**src/rtl/dac_defs.svh**
```systemverilog
// Constants for the DIMM DRAM array controller.
`ifndef DAC_DEFS_SVH
`define DAC_DEFS_SVH
`define DAC_NUM_BANKS 8
`define DAC_DATA_W 64
`define DAC_ECC_W 8
`define DAC_ROW_W 12
`define DAC_COL_W 10
`define DAC_ADDR_W 30
`define DAC_FAST_MAX_DIMMS 4
`define DAC_EDO_FAST 3'h2
`define DAC_EDO_SLOW 3'h3
`define DAC_FPM_FAST 3'h3
`define DAC_FPM_SLOW 3'h4
`define DAC_LEAD_CYCLES 3'h3
`define DAC_SIZE_8MB 3'h0
`define DAC_SIZE_128MB 3'h4
`define DAC_UNIT_SHIFT 23
`define DAC_BURST_BEATS 2'h3
`endif

```
**src/rtl/dac_pkg.sv**
```systemverilog
// Types for the DIMM DRAM array controller.
package dac_pkg;
  typedef enum logic [5:0] {
    DAC_INIT = 6'h01,
    DAC_IDLE = 6'h02,
    DAC_ROW = 6'h04,
    DAC_COL = 6'h08,
    DAC_PRE = 6'h10,
    DAC_DONE = 6'h20
  } dac_state_t;
  typedef enum logic {
    DAC_FPM = 1'b0,
    DAC_EDO = 1'b1
  } dac_dram_t;
endpackage

```
**src/rtl/dac_array_ctrl.sv**
```systemverilog
// DIMM DRAM array controller: sizing, bank decode, strobes and burst timing.
`timescale 1ns/1ps
`include "dac_defs.svh"
// Functional notes
// - DIMMs of 8, 16, 32, 64 or 128 MB are sized and addressed.
// - Eight non-interleaved banks, one per DIMM, each 64 data plus ECC bits.
// - One active-low row strobe per bank; column strobes shared by all banks.
// - Type and size detected; banks allocated without outside help.
// - Four or fewer DIMMs: EDO x-2-2-2, FPM x-3-3-3.
// - Five to eight DIMMs: EDO x-3-3-3, FPM x-4-4-4.
// - Total memory 8 MB to 1 GB of FPM or EDO DRAM.
// - ECC corrects single-bit errors, detects double and some wider errors.
// - ECC is off after reset until software enables it.
module dac_array_ctrl
  import dac_pkg::*;
#(
  parameter int NUM_BANKS = `DAC_NUM_BANKS
)
(
  // Clock and reset
  input wire logic clk,
  input wire logic srst,
  // DIMM presence detect pins
  input wire logic [NUM_BANKS-1:0] dimm_present,
  input wire logic [3*NUM_BANKS-1:0] dimm_size_code,
  input wire logic [NUM_BANKS-1:0] dimm_is_edo,
  // Requests and responses on the host side
  input wire logic ecc_enable,
  input wire logic req_valid,
  input wire logic req_write,
  input wire logic [`DAC_ADDR_W-1:0] req_addr,
  input wire logic [63:0] req_wdata,
  output logic req_ready,
  output logic rsp_valid,
  output logic [63:0] rsp_rdata,
  output logic rsp_miss,
  output logic ecc_single_err,
  output logic ecc_multi_err,
  // Status
  output logic init_done,
  output logic [3:0] dimm_count,
  output logic [`DAC_ADDR_W:0] mem_top,
  output logic [2:0] burst_cycles,
  // DRAM array pins
  output logic [NUM_BANKS-1:0] bank_row_strobe_n,
  output logic [7:0] shared_column_strobe_n,
  output logic dram_we_n,
  output logic [`DAC_ROW_W-1:0] dram_addr,
  output logic [63:0] dram_dq_out,
  output logic [7:0] dram_ecc_out,
  output logic dram_dq_oe_n,
  input wire logic [63:0] dram_dq_in,
  input wire logic [7:0] dram_ecc_in
);
  // ************************************************************
  // Pin synchronisers
  // ************************************************************
  localparam int PW = 5 * NUM_BANKS;
  logic [PW-1:0] pin_s1, pin_s2, pin_s3, pin_stable;
  always_ff @(posedge clk) begin
    if (srst) begin
      pin_s1 <= '0;
      pin_s2 <= '0;
      pin_s3 <= '0;
      pin_stable <= '0;
    end else begin
      pin_s1 <= {dimm_present, dimm_size_code, dimm_is_edo};
      pin_s2 <= pin_s1;
      pin_s3 <= pin_s2;
      if (pin_s2 == pin_s3) begin
        pin_stable <= pin_s3;
      end
    end
  end
  logic [NUM_BANKS-1:0] pres_q, edo_q;
  logic [3*NUM_BANKS-1:0] size_q;
  assign {pres_q, size_q, edo_q} = pin_stable;

  // ************************************************************
  // Sizing and row boundaries
  // ************************************************************
  // Bank capacity in bytes; codes above 128 MB read as empty.
  function automatic logic [`DAC_ADDR_W:0] bank_bytes(input logic p, input logic [2:0] c);
    if (!p || c > `DAC_SIZE_128MB) begin
      return '0;
    end
    return (`DAC_ADDR_W+1)'(1) << (`DAC_UNIT_SHIFT + int'(c));
  endfunction

  dac_state_t state_reg;
  logic [2:0] settle_reg;
  logic [`DAC_ADDR_W:0] row_boundary_value [NUM_BANKS];
  logic [NUM_BANKS-1:0] bank_edo_reg;
  logic [`DAC_ADDR_W:0] bnd_next [NUM_BANKS];
  logic [`DAC_ADDR_W:0] run_sum;
  // Boundaries are cumulative, so any gap still maps the banks linearly.
  always_comb begin
    run_sum = '0;
    for (int b = 0; b < NUM_BANKS; b++) begin
      run_sum = run_sum + bank_bytes(pres_q[b], size_q[3*b +: 3]);
      bnd_next[b] = run_sum;
    end
  end
  always_ff @(posedge clk) begin
    if (srst) begin
      for (int b = 0; b < NUM_BANKS; b++) begin
        row_boundary_value[b] <= '0;
      end
      bank_edo_reg <= '0;
      dimm_count <= 4'h0;
      mem_top <= '0;
      settle_reg <= 3'h0;
    end else if (state_reg == DAC_INIT) begin
      settle_reg <= settle_reg + 3'h1;
      for (int b = 0; b < NUM_BANKS; b++) begin
        row_boundary_value[b] <= bnd_next[b];
      end
      bank_edo_reg <= edo_q & pres_q;
      dimm_count <= 4'($countones(pres_q));
      mem_top <= bnd_next[NUM_BANKS-1];
    end
  end

  // Mixed types fall back to FPM timing, the safer of the two.
  logic all_edo;
  assign all_edo = (bank_edo_reg == pres_q) && (pres_q != '0);
  always_ff @(posedge clk) begin
    if (srst) begin
      burst_cycles <= `DAC_FPM_SLOW;
    end else if (dimm_count <= `DAC_FAST_MAX_DIMMS) begin
      burst_cycles <= all_edo ? `DAC_EDO_FAST : `DAC_FPM_FAST;
    end else begin
      burst_cycles <= all_edo ? `DAC_EDO_SLOW : `DAC_FPM_SLOW;
    end
  end

  // ************************************************************
  // Bank decode
  // ************************************************************
  logic [NUM_BANKS-1:0] hit;
  logic [NUM_BANKS-1:0] sel;
  always_comb begin
    hit = '0;
    sel = '0;
    for (int b = 0; b < NUM_BANKS; b++) begin
      hit[b] = {1'b0, req_addr} < row_boundary_value[b];
    end
    sel = hit & ~{hit[NUM_BANKS-2:0], 1'b0};
  end

  // ************************************************************
  // Access sequencer
  // ************************************************************
  logic [2:0] cnt_reg;
  logic [1:0] beat_reg;
  logic [NUM_BANKS-1:0] sel_reg;
  logic write_reg;
  logic [`DAC_ADDR_W-1:0] addr_reg;
  logic [63:0] wdata_reg;
  assign req_ready = (state_reg == DAC_IDLE);
  assign init_done = (state_reg != DAC_INIT);

  always_ff @(posedge clk) begin
    if (srst) begin
      state_reg <= DAC_INIT;
      cnt_reg <= 3'h0;
      beat_reg <= 2'h0;
      sel_reg <= '0;
      write_reg <= 1'b0;
      addr_reg <= '0;
      wdata_reg <= '0;
      rsp_miss <= 1'b0;
    end else begin
      case (state_reg)
        DAC_INIT: begin
          if (settle_reg == 3'h7) begin
            state_reg <= DAC_IDLE;
          end
        end
        DAC_IDLE: begin
          rsp_miss <= 1'b0;
          if (req_valid) begin
            sel_reg <= sel;
            write_reg <= req_write;
            addr_reg <= req_addr;
            wdata_reg <= req_wdata;
            cnt_reg <= `DAC_LEAD_CYCLES;
            beat_reg <= 2'h0;
            if (sel == '0) begin
              rsp_miss <= 1'b1;
              state_reg <= DAC_DONE;
            end else begin
              state_reg <= DAC_ROW;
            end
          end
        end
        DAC_ROW: begin
          cnt_reg <= cnt_reg - 3'h1;
          if (cnt_reg == 3'h1) begin
            cnt_reg <= burst_cycles;
            state_reg <= DAC_COL;
          end
        end
        DAC_COL: begin
          cnt_reg <= cnt_reg - 3'h1;
          if (cnt_reg == 3'h1) begin
            cnt_reg <= burst_cycles;
            beat_reg <= beat_reg + 2'h1;
            if (beat_reg == `DAC_BURST_BEATS) begin
              state_reg <= DAC_PRE;
            end
          end
        end
        DAC_PRE: begin
          state_reg <= DAC_DONE;
        end
        DAC_DONE: begin
          state_reg <= DAC_IDLE;
        end
        default: begin
          state_reg <= DAC_INIT;
        end
      endcase
    end
  end

  // Column strobe is low for the last burst_cycles>>1 cycles of each beat period.
  logic col_low;
  assign col_low = (state_reg == DAC_COL) && (cnt_reg <= (burst_cycles >> 1));

  always_ff @(posedge clk) begin
    if (srst) begin
      bank_row_strobe_n <= '1;
      shared_column_strobe_n <= 8'hff;
      dram_addr <= '0;
      dram_we_n <= 1'b1;
      dram_dq_oe_n <= 1'b1;
    end else begin
      bank_row_strobe_n <= (state_reg == DAC_ROW || state_reg == DAC_COL) ? ~sel_reg : '1;
      shared_column_strobe_n <= {8{~col_low}};
      dram_addr <= (state_reg == DAC_ROW) ? addr_reg[`DAC_ADDR_W-1 -: `DAC_ROW_W]
        : {{(`DAC_ROW_W-`DAC_COL_W){1'b0}}, addr_reg[`DAC_COL_W+2:5], beat_reg};
      dram_we_n <= !(write_reg && state_reg == DAC_COL);
      dram_dq_oe_n <= !(write_reg && state_reg == DAC_COL);
    end
  end

  // ************************************************************
  // Data path and ECC
  // ************************************************************
  logic [63:0] corr_data;
  logic [7:0] wr_check;
  logic ecc_single_now, ecc_multi_now;
  dac_ecc u_ecc (
    .clk(clk),
    .srst(srst),
    .wr_data(wdata_reg),
    .rd_data(dram_dq_in),
    .rd_check(dram_ecc_in),
    .ecc_enable(ecc_enable),
    .wr_check(wr_check),
    .corr_data(corr_data),
    .single_err(ecc_single_now),
    .multi_err(ecc_multi_now)
  );
  assign dram_ecc_out = wr_check;

  // The last beat reaches corr_data only in the done cycle; flags ride with it, not the idle bus.
  logic rd_capture;
  assign rd_capture = (state_reg == DAC_DONE) && !write_reg && !rsp_miss;
  always_ff @(posedge clk) begin
    if (srst) begin
      dram_dq_out <= '0;
      rsp_valid <= 1'b0;
      rsp_rdata <= '0;
      ecc_single_err <= 1'b0;
      ecc_multi_err <= 1'b0;
    end else begin
      dram_dq_out <= wdata_reg;
      rsp_valid <= (state_reg == DAC_DONE);
      if (rd_capture) begin
        rsp_rdata <= corr_data;
      end
      if (!ecc_enable) begin
        ecc_single_err <= 1'b0;
        ecc_multi_err <= 1'b0;
      end else if (rd_capture) begin
        ecc_single_err <= ecc_single_now;
        ecc_multi_err <= ecc_multi_now;
      end
    end
  end
endmodule

```
**src/rtl/dac_ecc.sv**
```systemverilog
// SEC-DED check bit generation and syndrome decode for one 64-bit word.
`timescale 1ns/1ps
`include "dac_defs.svh"
module dac_ecc
  import dac_pkg::*;
(
  // Clock and reset
  input wire logic clk,
  input wire logic srst,
  // Data in
  input wire logic [63:0] wr_data,
  input wire logic [63:0] rd_data,
  input wire logic [7:0] rd_check,
  input wire logic ecc_enable,
  // Results
  output logic [7:0] wr_check,
  output logic [63:0] corr_data,
  output logic single_err,
  output logic multi_err
);
  // Each data bit gets a unique odd-weight column of weight three or more. A single flip
  // is then locatable, and a double flip gives an even syndrome that matches no column.
  function automatic logic [7:0] col_code(input int i);
    logic [6:0] v;
    v = (i == 0) ? 7'h03 : {1'b1, 6'(i)};
    return {~^v, v};
  endfunction

  function automatic logic [7:0] gen_check(input logic [63:0] d);
    logic [7:0] s;
    s = 8'h00;
    for (int i = 0; i < 64; i++) begin
      if (d[i]) begin
        s = s ^ col_code(i);
      end
    end
    return s;
  endfunction

  logic [7:0] syn;
  logic [63:0] flip;
  always_comb begin
    syn = gen_check(rd_data) ^ rd_check;
    flip = '0;
    for (int i = 0; i < 64; i++) begin
      flip[i] = (syn == col_code(i));
    end
  end

  always_ff @(posedge clk) begin
    if (srst) begin
      wr_check <= 8'h00;
      corr_data <= '0;
      single_err <= 1'b0;
      multi_err <= 1'b0;
    end else begin
      wr_check <= gen_check(wr_data);
      // Disabled ECC passes data through and flags nothing.
      if (ecc_enable) begin
        corr_data <= rd_data ^ flip;
        single_err <= (syn != 8'h00) && (^syn);
        multi_err <= (syn != 8'h00) && !(^syn);
      end else begin
        corr_data <= rd_data;
        single_err <= 1'b0;
        multi_err <= 1'b0;
      end
    end
  end
endmodule

```
**config.mk**
```make
export PLATFORM = sky130hd
export DESIGN_NAME = dac_array_ctrl
export DESIGN_NICKNAME = d
export VERILOG_FILES = /design/src/rtl/dac_pkg.sv /design/src/rtl/dac_array_ctrl.sv /design/src/rtl/dac_ecc.sv
export VERILOG_INCLUDE_DIRS = /design/src /design/src/rtl
export SDC_FILE = /design/constraint.sdc
export NUM_CORES = 1
export LEC_CHECK = 0
export BUFFER_PORTS_ARGS = -buffer_cell sky130_fd_sc_hd__buf_4
export CORE_MARGIN = 3
export CORE_UTILIZATION = 55
export DETAILED_ROUTE_END_ITERATION = 6
export GPL_TIMING_DRIVEN = 1
export PLACE_DENSITY = 0.86
export SYNTH_ARGS = -nofsm -noshare
export SYNTH_HDL_FRONTEND = slang
export SYNTH_SLANG_ARGS = --single-unit
```
**constraint.sdc**
```tcl
create_clock -name clk -period 20.8 [get_ports clk]
set_input_delay 2.08 -clock clk [delete_from_list [all_inputs] [get_ports clk]]
set_output_delay 2.08 -clock clk [all_outputs]
set_load 0.02 [all_outputs]
```
==> results by group, run 1 <==
Run status
  – Status: finished, final reports clean

Routing
  – DR pass1 iterations: 6
  – Initial DRC count: 1,682
  – Final wirelength: 84,400 um
  – DRC Markers: 0
  – Vias/cell: 5.27
  – Per-cell routed wire length: 17.7 um
  – Final ANT Viol Nets: 0
  – Vias after detailed routing: 25.2k

Timing
  – Final WS setup: 11.71 ns
  – Setup TNS: 0 ns
  – Tmin final: 9.09 ns
  – Final Setup Violations: 0
  – Period Utilization, post-route: 43.7%
  – Final Hold Fails: 0
  – Rel. slew slack: 24.1%
  – Worst Max-Slew Pin Slew: 1.14 ns
  – Skew final: 0.0274 ns
  – Fin. max-slew vios: 0
  – RSZ-0062 raised after global routing: false
  – Max frequency: 0.110 GHz

Global route
  – GR Overflow Total: 0
  – Global-route wire length before repair: 131,000 um
  – Largest net degree at the start of global routing: 229
  – Initial antenna violation count: 3
  – Gr usage total: 26.0%
  – Vias in the first global route: 24.5k

Setup path
  – Startpoint Class: register
  – Crit end category: register
  – Slowest-stage cell, CP: nor3_1
  – Worst path required time: 21.12 ns
  – CP most frequent cell: ha_1
  – WP buf/inv: 0
  – Flop2flop setup slack: 11.71 ns
  – CP arrival: 9.41 ns
  – Worst r2r src: pin_stable[11]
  – Crit Reg-Reg Endpoint: row_boundary_value[1][123]
  – R2R cell count: 37
  – Crit Path Max Fanout: 6
  – Slowest cell delay on critical path: 0.43 ns
  – Worst path top cell family by delay: compound AO/OA/AOI/OAI gates
  – Critical path class: reg -> reg

Final layout
  – Area delta synth->final: 18.1%
  – Share of layout cells above drive strength 1: 13.5%
  – Nets: 4,431
  – Design area: 38,800 um2
  – Layout Cells excl Fill: 4,783
  – Area of the multi-input gates: 17,700 um2
  – Storage cell area: 14,100 um2
  – Number of fill cells in the layout: 4,547
  – Largest reg by FF count: row_boundary_value
  – Max reg flops: 120

Place
  – Post-DP Area: 36,500 um2
  – DPL Wire Length: 62,100 um
  – Cells after DPL: 4,657
  – Port Buffers: 396
  – GPL Wtd Cong: 0.981
  – DP Worst Slack: 11.86 ns

Clocking
  – CTS Hold Buffers Added: 0
  – Worst-path clk slew: 0.06 ns
  – Worst-Skew Late Latency: 0.61 ns
  – CTS Root Buffer Type: clkbuf_16
  – Clk sink count: 645
  – Setup bufs post-CTS: 0
  – CTS Buf Count: 68
  – H-tree lvl count: 3
  – CTS tree: done
  – Post-CTS Resized: 0
  – Max Buffers Root-to-Sink: 3

Min path
  – Hold Path Cell Cnt: 1
  – Hold Crit Class: reg -> reg
  – Worst Hold Launch: sel_reg[2]
  – Worst Hold End: bank_row_strobe_n[2]

Power and ir drop
  – Leak: 16.6 nW
  – Combinational Power Share: 41.0%
  – Maximum VDD drop: 148 uV
  – Net Sw Frac: 36.0%
  – P_int: 0.00285 W
  – PD cells: 115 nW/um2
  – Pwr Total: 0.00445 W
  – Clock power frac: 27.4%
  – Switching Power: 0.00160 W
  – Sequential share of power: 31.6%

Logic synthesis
  – Post-synthesis cell count: 3,559
  – Share of Yosys cell area claimed by the top area cell type: 32.0%
  – Primary FF master, synth: dfxtp_1
  – Mapped Area: 32,800 um2
  – Main area contributors after synthesis: dfxtp_1 32%, edfxtp_1 11%, ha_1 9.4%, xnor2_1 8.8%, nand2_1 5.4%
  – Post-synth EDFFs: 120
  – Synth unique cells: 71
  – Sequential fraction of the synthesis area: 43.0%
  – Async SR Flop Fraction: 0%
  – Yosys reg bits: 645
  – Average size of a mapped cell: 9.22 um2
  – YS warnings: 0
  – Cell taking the most area after synthesis: dfxtp_1

Floorplanning
  – Chip height: 250 um
  – Placeable core area: 58,400 um2
  – Die width: 250 um
  – Initial core utilization: 56.2%
  – Die area: 62,600 um2
  – # IOs: 421
  – Site Rows: 88

Job
  – Max-Cap Viols: 0
## cells in the final DEF, fill, tap and decap left out, types with 21 or more instances in the layout
master / n
and2_1: 76
conb_1: 78
inv_1: 177
buf_4: 406
nor2b_1: 214
xor2_1: 140
o21ai_0: 36
nand3_1: 23
o21ai_1: 21
o21a_1: 44
a21oi_1: 276
a21o_1: 34
mux2i_1: 44
nor2_1: 281
nor3_1: 61
xnor2_1: 331
nand2_1: 473
edfxtp_1: 120
nand2b_1: 31
clkbuf_16: 69
and3_1: 29
ha_1: 247
o21bai_1: 27
dfxtp_1: 525
## area by class of cell
class / instances / share of cell area [%]
Multi-Input combinational cell: 2657 / 45.6
Sequential cell: 645 / 36.4
Timing Repair Buffer: 408 / 7.96
Clock buffer: 98 / 5.16
Tap cell: 765 / 2.47
Inverter: 182 / 1.77
Clock inverter: 25 / 0.652
Antenna cell: 3 / 0.0194
## cell families (layout without fill, tap and decap cells)
logic type,Yosys count,after routing,synth area share (%)
simple gates,1282,1282,18.5
flops,645,645,43.0
compound gates,509,509,9.29
xor+xnor,486,486,13.6
buf+inv,333,713,4.11
fa+ha+maj,258,258,10.1
mux,44,44,1.34
other cells,2,81,0.0229
## synth_stat cells (all sizes together) (13+ instances only)
master,n
buf,36
mux2i,44
nor2,282
nand2,474
and3,29
xnor2,331
xnor3,14
o21ai,57
edfxtp,120
a21oi,277
and2,77
or2,13
nand3b,14
nand4,14
a21o,34
ha,247
nor2b,214
o21bai,27
clkbuf,115
a211oi,15
dfxtp,525
nor3,62
nand3,23
xor2,140
o21a,44
or3,20
nand2b,31
inv,182
## per-stage QoR
step | hold WS, ns | util, %
after detailed placement | 0.373 | 62.5
after CTS | 0.387 | 66.4
after global placement | 0.369 | 62.5
after global routing | 0.399 | 66.4
final | 0.387 | 66.4
after floorplan | 0.358 | -
## power groups by stage
| stage | combinational, W | clock (W) | sequential [W] |
|---|---|---|---|
| after floorplan | 0.00134 | 0 | 0.00144 |
| after detailed placement | 0.00174 | 0 | 0.00144 |
| final | 0.00182 | 0.00122 | 0.00141 |
| after CTS | 0.00175 | 0.00123 | 0.00141 |
| after global placement | 0.00169 | 0 | 0.00143 |
| after global routing | 0.00201 | 0.00128 | 0.00142 |
## routing by layer
layer	share of wire [%]	wire length [um]	GRT usage, %
met1	42	35100	32.8
met2	48	40800	44.3
met3	6.0	5050	4.49
met4	4.1	3430	10.5
met5	0	0	0
## worst max path at each step
stage                               from                          to  slack (ns)  cells after the start
final                     pin_stable[11]  row_boundary_value[1][123]       11.71                     37
after global routing      pin_stable[11]  row_boundary_value[1][123]       11.18                     37
after CTS                 pin_stable[11]  row_boundary_value[1][123]       11.78                     37
after detailed placement  pin_stable[11]  row_boundary_value[1][123]       11.86                     37
after global placement    pin_stable[11]  row_boundary_value[1][123]       12.02                     37
after floorplan            pin_stable[8]  row_boundary_value[1][123]       12.95                     37
Note: power is estimated with default switching activity, not from simulation.
==> inputs of run 2 (changes only) <==
CORE_UTILIZATION = 53   (was 55)
PLACE_DENSITY = 0.87   (was 0.86)
clock period = 8.1 ns   (was 20.8 ns; I/O delays follow)
==> run 2 against run 1 <==
Compared with the run above:
- die area increased by 3.7%
- routed wire length rose by 3.0%
- clock-buffer cell count increased by 4
- first-iteration DRC count is 4.6% higher
- flip-flop and latch count is the same
- register-to-register slack lost 12 ns
- fmax is 14% higher
- cell count rose by 1.4%
- sequential share of layout area is 0.68 points lower
- non-clock buffer count up 50
- utilization decreased by 1.5 points
==> results by group, run 2 (synthesis results as in run 1) <==
Setup path
  – Crit end category: register
  – Worst r2r src: pin_stable[11]
  – CP arrival: 8.30 ns
  – Flop2flop setup slack: 0.12 ns
  – Worst path required time: 8.42 ns
  – Critical Path Source: pin_stable[11]
  – R2R cell count: 39
  – Slowest-stage cell, CP: ha_1
  – Crit Reg-Reg Endpoint: row_boundary_value[1][123]
  – Crit Path Max Fanout: 4
  – CP most frequent cell: ha_1
  – Critical Path Sink: row_boundary_value[1][123]
  – Critical path class: reg -> reg
  – Startpoint Class: register
  – Slowest cell delay on critical path: 0.35 ns

Global route
  – Met2 Usage GRT: 42.9%
  – Grt met1 use: 32.2%
  – Met3 Resource Use GR: 4.39%
  – Initial antenna violation count: 3
  – Global-route wire length before repair: 133,000 um
  – Vias in the first global route: 25.3k
  – Gr usage total: 25.9%
  – Largest net degree at the start of global routing: 184
  – GR Overflow Total: 0
  – GR peak layer: met2

Final layout
  – Area delta synth->final: 20.4%
  – Max reg flops: 120
  – Most frequent cells in the layout: 524 x dfxtp_1, 473 x nand2_1, 454 x buf_4
  – Core Util, Final: 65.0%
  – Nets: 4,481
  – Largest reg by FF count: row_boundary_value
  – Layout Cells excl Fill: 4,850
  – Most common cell after layout, fill and taps aside: dfxtp_1
  – Share of layout cells above drive strength 1: 15.6%

Place
  – DP Worst Slack: -0.260 ns
  – DPL Wire Length: 62,900 um
  – Cells after DPL: 4,713
  – GPL Wtd Cong: 0.970
  – Port Buffers: 396

Timing
  – Tmin final: 7.98 ns
  – Period Utilization, post-route: 98.5%
  – Final Hold Fails: 0
  – Worst Max-Slew Pin Slew: 1.13 ns
  – Final Setup Violations: 0
  – Fin. max-slew vios: 0
  – RSZ-0062 raised after global routing: true
  – Skew final: 0.0165 ns
  – Max frequency: 0.125 GHz
  – Final WS setup: 0.123 ns
  – Rel. slew slack: 24.4%

Clocking
  – Worst-Skew Late Latency: 0.61 ns
  – H-tree lvl count: 3
  – Worst-path clk slew: 0.06 ns
  – Clk sink count: 645
  – Max Buffers Root-to-Sink: 3
  – CTS tree: done
  – CTS Root Buffer Type: clkbuf_16
  – CTS Buf Count: 68

Routing
  – Vias after detailed routing: 25.7k
  – Final wirelength: 87,000 um
  – Initial DRC count: 1,760
  – Vias/cell: 5.31
  – DRC Markers: 0
  – Per-cell routed wire length: 17.9 um
  – DR pass1 iterations: 6
  – Final ANT Viol Nets: 0

Power and ir drop
  – Maximum VDD drop: 413 uV
  – PD cells: 297 nW/um2
  – Leak: 16.9 nW

Floorplanning
  – Die area: 64,900 um2
  – Die width: 255 um
  – # IOs: 421
  – Site Rows: 90
  – Initial core utilization: 54.0%
  – Chip height: 255 um
  – Placeable core area: 60,800 um2

Min path
  – Hold Crit Class: reg -> reg

Job
  – Max-Cap Viols: 0

Run status
  – Status: finished, final reports clean
-- run 2: changes by cell type in the layout (fill, tap and decap cells not counted), moves of 7 or more --
cell	delta
a21oi_1	-7
a21oi_2	+7
buf_4	+48
ha_1	-8
-- run 2: metrics by stage --
stage / hold slack (ns) / instance area (um2) / TNS, ns / total power (W)
6_report: 0.385 / 39500 / 0 / 0.0117
5_1_grt: 0.393 / 39500 / -0.849 / 0.0124
4_1_cts: 0.383 / 39200 / 0 / 0.0115
3_5_place_dp: 0.368 / 36800 / -0.504 / 0.00820
3_3_place_gp: 0.364 / 36800 / -0.0470 / 0.00808
2_1_floorplan: 0.358 / 33100 / 0 / 0.00715
-- run 2: how the worst min path moves through the flow --
stage / start / to / cells after the start
2_1_floorplan: sel_reg[0] / bank_row_strobe_n[0] / 1
3_3_place_gp: sel_reg[0] / bank_row_strobe_n[0] / 1
3_5_place_dp: sel_reg[3] / bank_row_strobe_n[3] / 1
4_1_cts: sel_reg[3] / bank_row_strobe_n[3] / 1
5_1_grt: sel_reg[3] / bank_row_strobe_n[3] / 1
6_report: sel_reg[3] / bank_row_strobe_n[3] / 1
-- run 2: timing repair --
action	4_1_cts	5_1_grt
pin swaps	11	29
setup buffers	4	7
resized for setup	11	41
setup endpoints to repair	3	11
hold buffers	0	0
-- run 2: area by class of cell --
cell class | count | area [um2]
sequential | 645 | 14100
multi-input combinational | 2657 | 17900
fill | 4626 | 21300
clock buffer | 102 | 2140
antenna | 3 | 7.51
tap | 782 | 978
clock inverter | 21 | 224
inverter | 182 | 686
timing repair buffer | 458 | 3470
-- run 2: critical path: cells and delay by family (launching register included) --
kind	cells	cell delay, ns
AOI/OAI and AO/OA	14	2.36
adders and majority gates	8	2.25
and+or+nand+nor	7	1.17
xor gates and xnor gates	6	0.97
buffers and inverters	4	0.57
DFF	1	0.31
-- run 2: report_power, final --
part	internal (W)	switching, W	leakage (nW)	total, W
Sequential	0.00356	0.0000608	5.69	0.00362
Clock	0.00193	0.00131	1.17	0.00324
Combinational	0.00202	0.00283	10.1	0.00485
Total	0.00751	0.00420	16.9	0.0117
-- run 2: metal layers --
metal | vias up | wire (um)
met5 | - | 0
met4 | 0 | 5030
met3 | 258 | 5330
met2 | 886 | 41300
met1 | 12000 | 35300
li1 | 12600 | -
==> inputs of run 3 (changes only) <==
CORE_UTILIZATION = 55   (was 53)
GPL_ROUTABILITY_DRIVEN = 0   (was default)
PLACE_DENSITY = 0.86   (was 0.87)
clock period = 9.9 ns   (was 8.1 ns; I/O delays follow)
==> run 3 against run 2 <==
Compared with the run above:
- non-clock buffer count down 50
- clock-buffer cell count is 2 lower
- worst setup slack improved by 0.69 ns
- critical path depth is 2 lower
- clock power is 20% lower
- critical path type unchanged
- critical endpoint unchanged
- largest power group unchanged
- sequential share of layout area rose by 0.68 points
- global-route usage rose by 0.29 points
- register-to-register slack improved by 0.69 ns
==> results by group, run 3 (synthesis results as in run 1) <==
Power and ir drop
  – Switching Power: 0.00340 W
  – Sequential share of power: 31.5%
  – Maximum VDD drop: 357 uV
  – Clock power frac: 27.4%
  – PD cells: 243 nW/um2
  – Combinational Power Share: 41.1%
  – Leak: 16.6 nW
  – P_int: 0.00600 W
  – Net Sw Frac: 36.1%

Setup path
  – Crit end category: register
  – Worst path top cell family by delay: compound AO/OA/AOI/OAI gates
  – CP arrival: 9.42 ns
  – Critical Path Source: pin_stable[11]
  – Worst r2r src: pin_stable[11]
  – Worst path required time: 10.24 ns
  – Critical Path Sink: row_boundary_value[1][123]
  – Flop2flop setup slack: 0.81 ns
  – Crit Path Max Fanout: 6
  – Critical path class: reg -> reg
  – CP most frequent cell: ha_1
  – Crit Reg-Reg Endpoint: row_boundary_value[1][123]
  – Critical path depth: 37
  – Slowest-stage cell, CP: a211oi_1
  – WP buf/inv: 0
  – Slowest cell delay on critical path: 0.40 ns
  – R2R cell count: 37
  – Startpoint Class: register

Place
  – DPL Wire Length: 60,600 um
  – Port Buffers: 396

Timing
  – Setup TNS: 0 ns
  – Period Utilization, post-route: 91.8%
  – Fin. max-slew vios: 0
  – Final Setup Violations: 0
  – Rel. slew slack: 26.9%
  – RSZ-0062 raised after global routing: false
  – Worst Max-Slew Pin Slew: 1.10 ns
  – Tmin final: 9.09 ns
  – Skew final: 0.0323 ns
  – Worst hold slack: 0.391 ns
  – Max frequency: 0.110 GHz
  – Final Hold Fails: 0

Run status
  – Status: finished, final reports clean

Global route
  – Global-route wire length before repair: 132,000 um
  – GR Overflow Total: 0
  – Gr usage total: 26.2%
  – Vias in the first global route: 25.0k
  – Initial antenna violation count: 2
  – Largest net degree at the start of global routing: 186

Clocking
  – CTS Hold Buffers Added: 0
  – CTS tree: done
  – Setup bufs post-CTS: 0
  – Worst-Skew Late Latency: 0.62 ns
  – Worst-path clk slew: 0.06 ns
  – Max Buffers Root-to-Sink: 3
  – CTS Root Buffer Type: clkbuf_16
  – H-tree lvl count: 3
  – CTS Buf Count: 68
  – Clk sink count: 645
  – Post-CTS Resized: 0

Floorplanning
  – Die width: 250 um
  – Chip height: 250 um
  – # IOs: 421
  – Die area: 62,600 um2
  – Initial core utilization: 56.2%
  – Site Rows: 88
  – Placeable core area: 58,400 um2

Final layout
  – Largest reg by FF count: row_boundary_value
  – Most frequent cells in the layout: 525 x dfxtp_1, 473 x nand2_1, 406 x buf_4
  – Most common cell after layout, fill and taps aside: dfxtp_1
  – Share of layout cells above drive strength 1: 13.4%
  – Max reg flops: 120
  – Area delta synth->final: 18.1%
  – Nets: 4,431
  – Area of the multi-input gates: 17,700 um2
  – Number of fill cells in the layout: 4,425
  – Core Util, Final: 66.4%
  – Storage cell area: 14,100 um2

Routing
  – Per-cell routed wire length: 17.7 um
  – Vias after detailed routing: 25.5k
  – Final ANT Viol Nets: 0
  – DRC Markers: 0
  – Initial DRC count: 1,984
  – Vias/cell: 5.34
  – Final wirelength: 84,600 um
  – DR pass1 iterations: 6

Min path
  – Hold Crit Class: reg -> reg

Job
  – Max-Cap Viols: 0
-- run 3: cell count changes in the layout (fill, tap and decap cells not counted), moves of 5 or more --
| cell | delta |
|---|---|
| clkbuf_8 | -11 |
| buf_4 | -48 |
| nor2_1 | +5 |
| a21oi_1 | +7 |
| ha_1 | +8 |
| clkinv_2 | +6 |
| ha_4 | -5 |
| clkbuf_1 | +8 |
| a21oi_2 | -7 |
-- run 3: worst min-delay path by stage --
stage / startpoint / endpoint / cells after the start
after floorplan: sel_reg[0] / bank_row_strobe_n[0] / 1
after CTS: sel_reg[3] / bank_row_strobe_n[3] / 1
after global placement: sel_reg[3] / bank_row_strobe_n[3] / 1
final: sel_reg[3] / bank_row_strobe_n[3] / 1
after detailed placement: sel_reg[4] / bank_row_strobe_n[4] / 1
after global routing: sel_reg[3] / bank_row_strobe_n[3] / 1
-- run 3: routing by layer --
layer | track usage [%] | up-vias | part of all wire (%)
li1 | - | 12500 | -
met1 | 32.2 | 11900 | 40
met2 | 43.4 | 885 | 47
met3 | 5.26 | 263 | 7.0
met4 | 13.9 | 0 | 5.6
met5 | 0 | - | 0
-- run 3: layout make-up --
class	instances	share of cell area [%]
Sequential cell	645	36.4
Antenna cell	3	0.0194
Clock inverter	24	0.597
Multi-Input combinational cell	2657	45.6
Tap cell	765	2.47
Inverter	182	1.77
Clock buffer	100	5.21
Timing Repair Buffer	408	7.96
-- run 3: per-stage QoR --
| stage | total power [W] | area, um2 | instances | setup slack [ns] |
|---|---|---|---|---|
| floorplan | 0.00585 | 33100 | 3635 | 2.05 |
| global placement | 0.00655 | 36500 | 4657 | 1.19 |
| detailed placement | 0.00665 | 36500 | 4657 | 1.03 |
| CTS | 0.00927 | 38700 | 4781 | 0.913 |
| global route | 0.00994 | 38700 | 4783 | 0.275 |
| finish | 0.00940 | 38800 | 4784 | 0.815 |
-- run 3: worst reg2reg max path, delay by kind of cell (launching register included) --
kind | cells | cell delay [ns]
flops | 1 | 0.34
simple gates | 7 | 1.66
fa+ha+maj | 8 | 2.55
xor+xnor | 6 | 0.97
compound gates | 16 | 3.32
-- run 3: power by group through the flow --
stage | Combinational, W | Clock (W) | Sequential (W)
floorplan | 0.00282 | 0 | 0.00303
global placement | 0.00354 | 0 | 0.00301
detailed placement | 0.00363 | 0 | 0.00302
CTS | 0.00368 | 0.00262 | 0.00296
global route | 0.00425 | 0.00271 | 0.00298
finish | 0.00386 | 0.00258 | 0.00296
